$ cat src/hw/spi_chain_pkg.sv
// Shared constants and state types for the chained serial link
package spi_chain_pkg;

  // ----------------------------------------------------------------
  // Packet layout
  // ----------------------------------------------------------------
  localparam int BYTE_W = 8;
  localparam int CID_W = 5;
  localparam int BCAST_BIT = 7;
  localparam int RW_BIT = 6;
  localparam int RSVD_BIT = 5;
  localparam int CID_TOP_BIT = 4;
  localparam logic [3:0] BITS_PER_BYTE = 4'h8;
  // Received-bit count at which the chain position field begins
  localparam logic [3:0] CID_FIRST_CNT = 4'h3;
  localparam logic [3:0] CID_LAST_CNT = 4'h7;
  localparam logic [1:0] LAST_BYTE = 2'h2;
  localparam int REG_COUNT = 4;
  localparam logic [BYTE_W-1:0] REG_RESET = 8'h00;

  // ----------------------------------------------------------------
  // Timing
  // ----------------------------------------------------------------
  localparam int MCLK_PERIOD_NS = 50;
  localparam int LINK_PERIOD_NS = 400;
  localparam int SCLK_HALF_CYC = LINK_PERIOD_NS / (2 * MCLK_PERIOD_NS);

  // ----------------------------------------------------------------
  // State types
  // ----------------------------------------------------------------
  typedef enum logic [1:0] {
    DS_CTRL, DS_ADDR, DS_DATA, DS_LOST
  } dev_state_t;

  typedef enum logic [2:0] {
    MS_IDLE, MS_SYNC_H, MS_SYNC_L, MS_SEL, MS_LO, MS_HI, MS_END, MS_DONE
  } mst_state_t;

endpackage : spi_chain_pkg

$ cat src/hw/spi_chain_if.sv
// Link wires between the chain master and one chained device
`timescale 1ns/10ps
`default_nettype none
interface spi_chain_if;
  logic sel_n;
  logic sclk;
  logic mosi;
  logic mosi_oe;
  logic miso;
  logic miso_oe;
  logic chain_data_out;

  modport master (
    output sel_n, sclk, mosi, mosi_oe,
    input miso
  );

  modport device (
    input sel_n, sclk, mosi,
    output miso, miso_oe, chain_data_out
  );
endinterface : spi_chain_if
`default_nettype wire

$ cat src/hw/spi_chain_device.sv
// Chained serial slave: packet decode, register file, chain pass-through
// Function
// [RULE1] Broadcast write updates every device regardless of id
// [RULE2] Unmapped write address changes no register
// [RULE3] Master sends write data as third byte
// [RULE4] Data output stays released throughout any write
// [RULE5] All bits pass through unchanged except id
// [RULE6] Low five control bits carry chain position id
// [RULE7] Id decremented by one bit-serially when passing
// [RULE8] Master sends id bit-reversed, id bit 0 first
// [RULE9] Received id zero means this device is addressed
// [RULE10] Non-broadcast write updates only id-zero device
// [RULE11] Unchained master always sends id zero
// [RULE12] Input to pass-through output is purely combinational
// [RULE13] Master releases shared data wire for read data
// [RULE14] Unchained devices use separate selects, shared data
// [RULE15] Unaddressed device ignores packet, keeps output released
// [RULE16] Eight rising clocks per byte; deselect advances byte
// [RULE17] Clock edge while deselected restarts packet at control
// [RULE18] Bit 6 read, bit 5 zero, broadcast ignored on reads
`timescale 1ns/10ps
`default_nettype none
module spi_chain_device
  import spi_chain_pkg::*;
#(
  parameter int NUM_REGS = REG_COUNT
) (
  input wire logic mclk_i,
  input wire logic reset_i,
  spi_chain_if.device link,
  output logic [NUM_REGS*BYTE_W-1:0] regs_o,
  output logic wr_strobe_o,
  output logic [BYTE_W-1:0] wr_addr_o
);

  localparam int IDX_W = (NUM_REGS > 1) ? $clog2(NUM_REGS) : 1;

  // ----------------------------------------------------------------
  // Pin synchronisers and edge detection
  // ----------------------------------------------------------------
  logic [1:0] sel_s_q;
  logic [1:0] sclk_s_q;
  logic [1:0] mosi_s_q;
  logic sclk_prev_q;
  logic sel_prev_q;

  // Two flops on every pin before the packet logic looks at it; the pass-through uses raw mosi
  always_ff @(posedge mclk_i or posedge reset_i) begin
    if (reset_i) begin
      sel_s_q <= 2'h3;
      sclk_s_q <= 2'h0;
      mosi_s_q <= 2'h0;
      sclk_prev_q <= 1'b0;
      sel_prev_q <= 1'b1;
    end else begin
      sel_s_q <= {sel_s_q[0], link.sel_n};
      sclk_s_q <= {sclk_s_q[0], link.sclk};
      mosi_s_q <= {mosi_s_q[0], link.mosi};
      sclk_prev_q <= sclk_s_q[1];
      sel_prev_q <= sel_s_q[1];
    end
  end

  wire sel_n = sel_s_q[1];
  wire mosi_bit = mosi_s_q[1];
  wire sclk_rise = sclk_s_q[1] & ~sclk_prev_q;
  wire sclk_fall = ~sclk_s_q[1] & sclk_prev_q;
  wire sel_release = sel_n & ~sel_prev_q;

  // ----------------------------------------------------------------
  // Packet state
  // ----------------------------------------------------------------
  dev_state_t state_q;
  logic [3:0] bit_cnt_q;
  logic [BYTE_W-1:0] shift_q;
  logic [BYTE_W-1:0] ctrl_q;
  logic [BYTE_W-1:0] addr_q;
  logic borrow_q;
  logic [BYTE_W-1:0] rd_q;
  logic miso_oe_q;
  logic wr_strobe_q;
  logic [BYTE_W-1:0] wr_addr_q;
  logic [BYTE_W-1:0] regs_q [NUM_REGS];

  // Byte framing and decode
  wire full_byte = (bit_cnt_q == BITS_PER_BYTE);
  wire byte_done = sel_release & full_byte; // [RULE16]
  wire byte_short = sel_release & ~full_byte;
  wire extra_clk = sclk_rise & ~sel_n & full_byte;
  wire addressed = (ctrl_q[CID_W-1:0] == '0); // [RULE6] [RULE9]
  wire is_read = ctrl_q[RW_BIT]; // [RULE18]
  wire write_take = ~is_read & (addressed | ctrl_q[BCAST_BIT]); // [RULE1] [RULE10]
  wire read_sel = is_read & addressed; // [RULE18] [RULE15]
  wire addr_ok = (int'(addr_q) < NUM_REGS); // [RULE2]
  wire new_addr_ok = (int'(shift_q) < NUM_REGS);
  wire wr_hit = byte_done & (state_q == DS_DATA) & write_take & addr_ok;
  wire cid_window = (state_q == DS_CTRL) & (bit_cnt_q >= CID_FIRST_CNT) &
                    (bit_cnt_q <= CID_LAST_CNT);
  wire [IDX_W-1:0] wr_idx = addr_q[IDX_W-1:0];
  wire [IDX_W-1:0] rd_idx = shift_q[IDX_W-1:0];
  wire [BYTE_W-1:0] rd_value = new_addr_ok ? regs_q[rd_idx] : '0;
  wire miso_on = (state_q == DS_DATA) & read_sel & ~sel_n;

  // Bit counting, byte sequencing and resynchronisation
  always_ff @(posedge mclk_i or posedge reset_i) begin
    if (reset_i) begin
      state_q <= DS_CTRL;
      bit_cnt_q <= 4'h0;
      shift_q <= '0;
      ctrl_q <= '0;
      addr_q <= '0;
      borrow_q <= 1'b1;
    end else if (sclk_rise & sel_n) begin
      state_q <= DS_CTRL; // [RULE17]
      bit_cnt_q <= 4'h0;
      borrow_q <= 1'b1;
    end else if (extra_clk) begin
      state_q <= DS_LOST; // Ninth clock drops the packet
    end else if (sclk_rise & ~sel_n) begin
      bit_cnt_q <= bit_cnt_q + 4'h1; // [RULE16]
      shift_q <= {shift_q[BYTE_W-2:0], mosi_bit};
      if (cid_window) begin
        borrow_q <= borrow_q & ~mosi_bit; // [RULE7]
      end
    end else if (byte_short) begin
      state_q <= DS_LOST;
      bit_cnt_q <= 4'h0;
    end else if (byte_done) begin
      bit_cnt_q <= 4'h0;
      case (state_q)
        DS_CTRL: begin
          ctrl_q <= shift_q;
          state_q <= DS_ADDR;
        end
        DS_ADDR: begin
          addr_q <= shift_q; // [RULE2]
          state_q <= DS_DATA;
        end
        DS_DATA: begin
          state_q <= DS_CTRL; // [RULE3]
          borrow_q <= 1'b1;
        end
        default: state_q <= DS_LOST;
      endcase
    end
  end

  // ----------------------------------------------------------------
  // Register file and write strobe
  // ----------------------------------------------------------------
  generate
    for (genvar i = 0; i < NUM_REGS; i++) begin : g_reg
      always_ff @(posedge mclk_i or posedge reset_i) begin
        if (reset_i) begin
          regs_q[i] <= REG_RESET;
        end else if (wr_hit && (wr_idx == IDX_W'(i))) begin
          regs_q[i] <= shift_q; // [RULE1] [RULE10] [RULE2]
        end
      end
      assign regs_o[i*BYTE_W +: BYTE_W] = regs_q[i];
    end
  endgenerate

  // One-cycle strobe with the written address
  always_ff @(posedge mclk_i or posedge reset_i) begin
    if (reset_i) begin
      wr_strobe_q <= 1'b0;
      wr_addr_q <= '0;
    end else begin
      wr_strobe_q <= wr_hit;
      if (wr_hit) begin
        wr_addr_q <= addr_q;
      end
    end
  end

  // ----------------------------------------------------------------
  // Read data return
  // ----------------------------------------------------------------
  // Load after the address byte, shift on each falling clock
  always_ff @(posedge mclk_i or posedge reset_i) begin
    if (reset_i) begin
      rd_q <= '0;
      miso_oe_q <= 1'b0;
    end else begin
      miso_oe_q <= miso_on; // [RULE4] [RULE15]
      if (byte_done && (state_q == DS_ADDR)) begin
        rd_q <= rd_value; // Unmapped reads return zero
      end else if (sclk_fall && miso_on) begin
        rd_q <= {rd_q[BYTE_W-2:0], 1'b0};
      end
    end
  end

  // ----------------------------------------------------------------
  // Outputs
  // ----------------------------------------------------------------
  // Pass-through stays combinational; only id bits are altered
  assign link.chain_data_out = link.mosi ^ (cid_window & borrow_q); // [RULE5] [RULE7] [RULE12]
  assign link.miso = rd_q[BYTE_W-1];
  assign link.miso_oe = miso_oe_q;
  assign wr_strobe_o = wr_strobe_q;
  assign wr_addr_o = wr_addr_q;

endmodule : spi_chain_device
`default_nettype wire

$ cat src/flat_wrapper.sv
// flat-port wrapper written by rule: the top's interface ports become plain ports
module spi_chain_device_flat import spi_chain_pkg::*;
#(
  parameter int NUM_REGS = REG_COUNT
)
  (mclk_i, reset_i, regs_o, wr_strobe_o, wr_addr_o, link_sel_n, link_sclk, link_mosi, link_miso, link_miso_oe, link_chain_data_out);
  spi_chain_if link_i ();
  input wire logic mclk_i;
  input wire logic reset_i;
  output logic [NUM_REGS*BYTE_W-1:0] regs_o;
  output logic wr_strobe_o;
  output logic [BYTE_W-1:0] wr_addr_o;
  input wire logic [$bits(link_i.sel_n)-1:0] link_sel_n;
  input wire logic [$bits(link_i.sclk)-1:0] link_sclk;
  input wire logic [$bits(link_i.mosi)-1:0] link_mosi;
  output wire logic [$bits(link_i.miso)-1:0] link_miso;
  output wire logic [$bits(link_i.miso_oe)-1:0] link_miso_oe;
  output wire logic [$bits(link_i.chain_data_out)-1:0] link_chain_data_out;
  assign link_i.sel_n = link_sel_n;
  assign link_i.sclk = link_sclk;
  assign link_i.mosi = link_mosi;
  assign link_miso = link_i.miso;
  assign link_miso_oe = link_i.miso_oe;
  assign link_chain_data_out = link_i.chain_data_out;
  spi_chain_device #(.NUM_REGS(NUM_REGS)) u_core (.mclk_i(mclk_i), .reset_i(reset_i), .link(link_i), .regs_o(regs_o), .wr_strobe_o(wr_strobe_o), .wr_addr_o(wr_addr_o));
endmodule
$ cat config.mk
export PLATFORM = sky130hd
export DESIGN_NAME = spi_chain_device_flat
export DESIGN_NICKNAME = d
export VERILOG_FILES = /design/src/hw/spi_chain_pkg.sv /design/src/hw/spi_chain_if.sv /design/src/hw/spi_chain_device.sv /design/src/flat_wrapper.sv
export SDC_FILE = /design/constraint.sdc
export NUM_CORES = 1
export LEC_CHECK = 0
export BUFFER_PORTS_ARGS = -buffer_cell sky130_fd_sc_hd__buf_2
export CORE_ASPECT_RATIO = 0.8
export CORE_MARGIN = 2
export CORE_UTILIZATION = 47
export DETAILED_ROUTE_END_ITERATION = 8
export PLACE_DENSITY = 0.67
export SLEW_MARGIN = 10
export SYNTH_ARGS = -nofsm -noshare
export SYNTH_HDL_FRONTEND = slang
export SYNTH_SLANG_ARGS = --single-unit
$ cat constraint.sdc
create_clock -name mclk_i -period 4.4 [get_ports mclk_i]
set_input_delay 1.32 -clock mclk_i [delete_from_list [all_inputs] [get_ports mclk_i]]
set_output_delay 1.32 -clock mclk_i [all_outputs]
set_load 0.1 [all_outputs]
; Yosys cells after proc, flatten, opt, wreduce, memory -nomap -nowiden
; Cells that the tools add are included.
[word_totals]
reg_bits = 89
in_bits = 5
word_cells = 112
[op_classes]
n_addsub = 1
n_lt_le_gt_ge = 5
n_eq_ne = 10
muxes = 24
bitwise_logic = 33
n_reduce_logical = 20
[op_table]
columns = cell, n
row1 = $mux 8, 5
row2 = $mux 4, 5
row3 = $and 1x1->1, 19
row4 = $bmux 8 s2, 1
row5 = $lt 8x3->1 const B, 2
row6 = $reduce_and 6->1, 2
row7 = $not 1->1, 11
row8 = $mux 2, 5
row9 = $reduce_bool 4->1, 2
row10 = $mux 1, 7
row11 = $eq 2x2->1 const B, 3
row12 = $logic_and 1x1->1, 6
row13 = $ne 3x2->1 const B, 2
row14 = $pmux 2 s3, 1
row15 = $reduce_bool 3->1, 2
row16 = $logic_not 5->1, 1
row17 = $reduce_and 5->1, 1
row18 = $add 4x1->4 const B, 1
row19 = $eq 2x1->1 const B, 2
row20 = $eq 4x4->1 const B, 1
row21 = $ge 4x2->1 const B, 1
row22 = $le 4x3->1 const B, 1
row23 = $logic_not 2->1, 2
row24 = $reduce_and 2->1, 2
row25 = other kinds (8), 8

; Depth between registers and ports, before layout
[logic_depth]
depth_word = 8
depth_mapped = 7

; Worst setup path before layout
; OpenSTA, ideal clock, no wires.
[synth_path]
path_type = input to output
startpoint = in link_mosi
endpoint = out link_chain_data_out
arrival_ns = 2.885
path_slack_ns = 0.195
cell_stages = 1
path_buffers = 0
path_cell_list = xnor2_1
[synth_via]
elab_chain_cells = 1
[synth_lines]
columns = item, line
row1 = "start, declared", flat_wrapper.sv:15  ; input wire logic [$bits(link_i.mosi)-1:0] link_mosi;
row2 = $xor 1x1->1, spi_chain_device.sv:199  ; assign link.chain_data_out = link.mosi ^ (cid_window & borrow_q);
row3 = "end, declared", flat_wrapper.sv:18  ; output wire logic [$bits(link_i.chain_data_out)-1:0] link_chain_data_out;
; No other way between the ends.

; Worst setup path after layout
; Ends and elaborated chain as after synthesis.

==> results_dict.tcl <==
set metrics [dict create \
    syn_inst 264 \
    p_total_mw 1.65 \
    multiInputGateArea_um2 1600 \
    clk_latency_ns 0.37 \
    criticalPathCategory "in2out" \
    hold_violations 0 \
    ir_drop_mv 0.197 \
    grt_overflow_total 0 \
    worstHoldPathType "reg2reg" \
    relSlewSlack_pct 36.1 \
    regArea_um2 2210 \
    critPathRequiredTime_ns 3.08 \
    ys_ff_latch 88 \
    ys_top_cells_by_area "dfrtp_1, mux2_2, mux2_4" \
    finalWirelength_um 7520 \
    antenna_cells 0 \
    synthFlopType "dfrtp_1" \
    fin_skew_ns 0.0160 \
    synth-compound-area-share_pct 4.95 \
    synthMuxAreaShare_pct 25.4 \
    setup_tns_ns 0 \
    fin_crit_sh_pct 75.5 \
    grt_first_pass_wirelength_um 12300 \
    clock_sinks 88 \
    endpoint_kind "output port" \
    cts_buffers 9 \
    antenna_left 0 \
    fp.dieW_um 106 \
    io_pins 49 \
    crit-reg2reg-launch "u_core.ctrl_q[1]$_DFFE_PP0P_" \
    cts_tree "yes" \
    reg2reg_to "u_core.regs_o[20]$_DFFE_PP0P_" \
    reg2reg_depth 4 \
    synth-edff-count 0 \
    p_leak_nw 2.32 \
    r2r_setup_slack_ns 1.89 \
    postCtsHoldBufs 0 \
    grt_setup_unrepaired "no" \
    yosys_warnings 0 \
    initial_core_util_pct 48.9 \
    grt_pass1_vias 2326 \
    drv_slew 0 \
    cts-root-buf "clkbuf_8" \
    yosys.area.top_type "dfrtp_1" \
    drt_first_pass_iters 4 \
    synth-simple-area-share_pct 8.11 \
    dp_hpwl_um 5030 \
    dieArea_um2 9090 \
    hold_end "u_core.mosi_s_q[1]$_DFF_PP0_" \
    clock_path_buffers 2 \
    worst_slew_pin_slew_ns 0.952 \
    core_um2 8020 \
    num_vias 2280 \
    max_clock_freq_ghz 0.301 \
    fin_util_pct 55.4 \
    cts_setup_buffers 0 \
    h-tree-depth 3 \
    worstHoldStart "u_core.mosi_s_q[0]$_DFF_PP0_" \
    netlist.area_leader.share_pct 53.7 \
    die_h_um 85.7 \
    finish.net_count 324 \
    path_clk_slew_ns 0.09 \
    synth_top_family_by_area "multiplexers" \
    grt_max_degree 32 \
    rows 29 \
    drc 0 \
    synth_common_cells "dfrtp_1, mux2_2, mux2_4" \
    crit_arrival_ns 2.00 \
    synthArstFlopShare_pct 100 \
    status "finished, final reports clean" \
    place.gp.congestion 0.776 \
    cts_resized 0 \
    syn-cell-area_um2 3920 \
    area_growth_pct 13.4 \
    drt_first_iter_violations 104 \
    power_per_cell_area_nw_per_um2 372 \
    yosysSeqAreaShare_pct 56.3 \
    cp-start-kind "input pin" \
    syn-num-nets 275 \
    synth_most_common_cell "dfrtp_1" \
    setup_viol 0 \
    io_buffers 48 \
    worstPathMaxFanout 2 \
    track_usage_pct 17.9 \
    synthAdderAreaFrac_pct 1.92 \
    drive_above_1_share_pct 45.9 \
    maxCapViolCount 0 \
    antenna_found_initial 0 \
    nFillCells 689 \
    syn_area_per_cell_um2 14.8 \
    vias_per_cell 5.35 \
    hold_depth 0 \
    ys_types 44 \
    wl_per_cell_um 17.7 \
    synth-xor-area-share_pct 0.447 \
    fin_crit_ns 3.32 \
]
-- layout make-up --
class	instances	area share, %
clock buffers	10	3.10
clock inverters	6	1.63
multi-input cells	155	36.0
repair buffers	51	5.91
flip-flops and latches	88	49.7
well taps	108	3.04
inverters	8	0.704
-- cell usage in the layout (no fill, tap or decap), types with 6 or more instances in the layout --
master     instances
nand2_1            6
nor2b_1            8
nor2_1             6
clkbuf_8          10
mux4_2             8
inv_1              7
mux2_4            24
buf_2             48
mux2_2            34
dfrtp_1           84
ha_1               6
o2bb2ai_1          7
a21oi_1            6
mux2i_1            7
-- worst max path at each step --
stage                                endpoint  slack, ns      start
after floorplan           link_chain_data_out       0.19  link_mosi
after global placement    link_chain_data_out       1.08  link_mosi
after detailed placement  link_chain_data_out       1.07  link_mosi
after CTS                 link_chain_data_out       1.07  link_mosi
after global routing      link_chain_data_out       1.03  link_mosi
final                     link_chain_data_out       1.08  link_mosi
-- worst max-delay path, stage by stage --
cell and delay [ns]:
buf_2 0.11, xnor2_1 0.13, buf_2 0.44
-- logic make-up (layout without fill, tap and decap cells) --
family | count (synthesis) | in the layout
AOI/OAI and AO/OA | 25 | 25
muxes | 73 | 73
adders and majority gates | 6 | 6
xor gates and xnor gates | 2 | 2
and+or+nand+nor | 49 | 49
buffers and inverters | 21 | 75
DFF | 88 | 88
-- per-layer routing --
metal / GRT usage (%) / routed length (µm)
met1: 24.1 / 3650
met2: 28.4 / 3540
met3: 4.56 / 268
met4: 6.10 / 60
met5: 0 / 0
-- sequential cells by signal (all words and copies together) (netlist names), 4 cells and up --
register and cells:
u_core.shift_q 8, u_core.bit_cnt_q 4, u_core.ctrl_q 7, u_core.rd_q 8
u_core.regs_o 32, u_core.wr_addr_o 8, u_core.addr_q 8
-- per-stage QoR --
stage	cells	setup WS, ns	hold WS [ns]	instance area (µm²)
after floorplan	264	0.195	0.331	3920
after global placement	410	1.08	0.331	4230
after detailed placement	410	1.07	0.339	4230
after CTS	426	1.07	0.358	4440
after global routing	426	1.03	0.366	4440
final	426	1.08	0.353	4440
-- where the power goes --
part           switching [mW]  internal (mW)  total, mW  leakage, nW
clock                   0.308          0.285      0.593        0.104
sequential              0.106          0.846      0.953         1.19
combinational          0.0477         0.0587      0.106         1.03
total                   0.462           1.19       1.65         2.32
No activity file was read; power rests on OpenSTA's default activity.
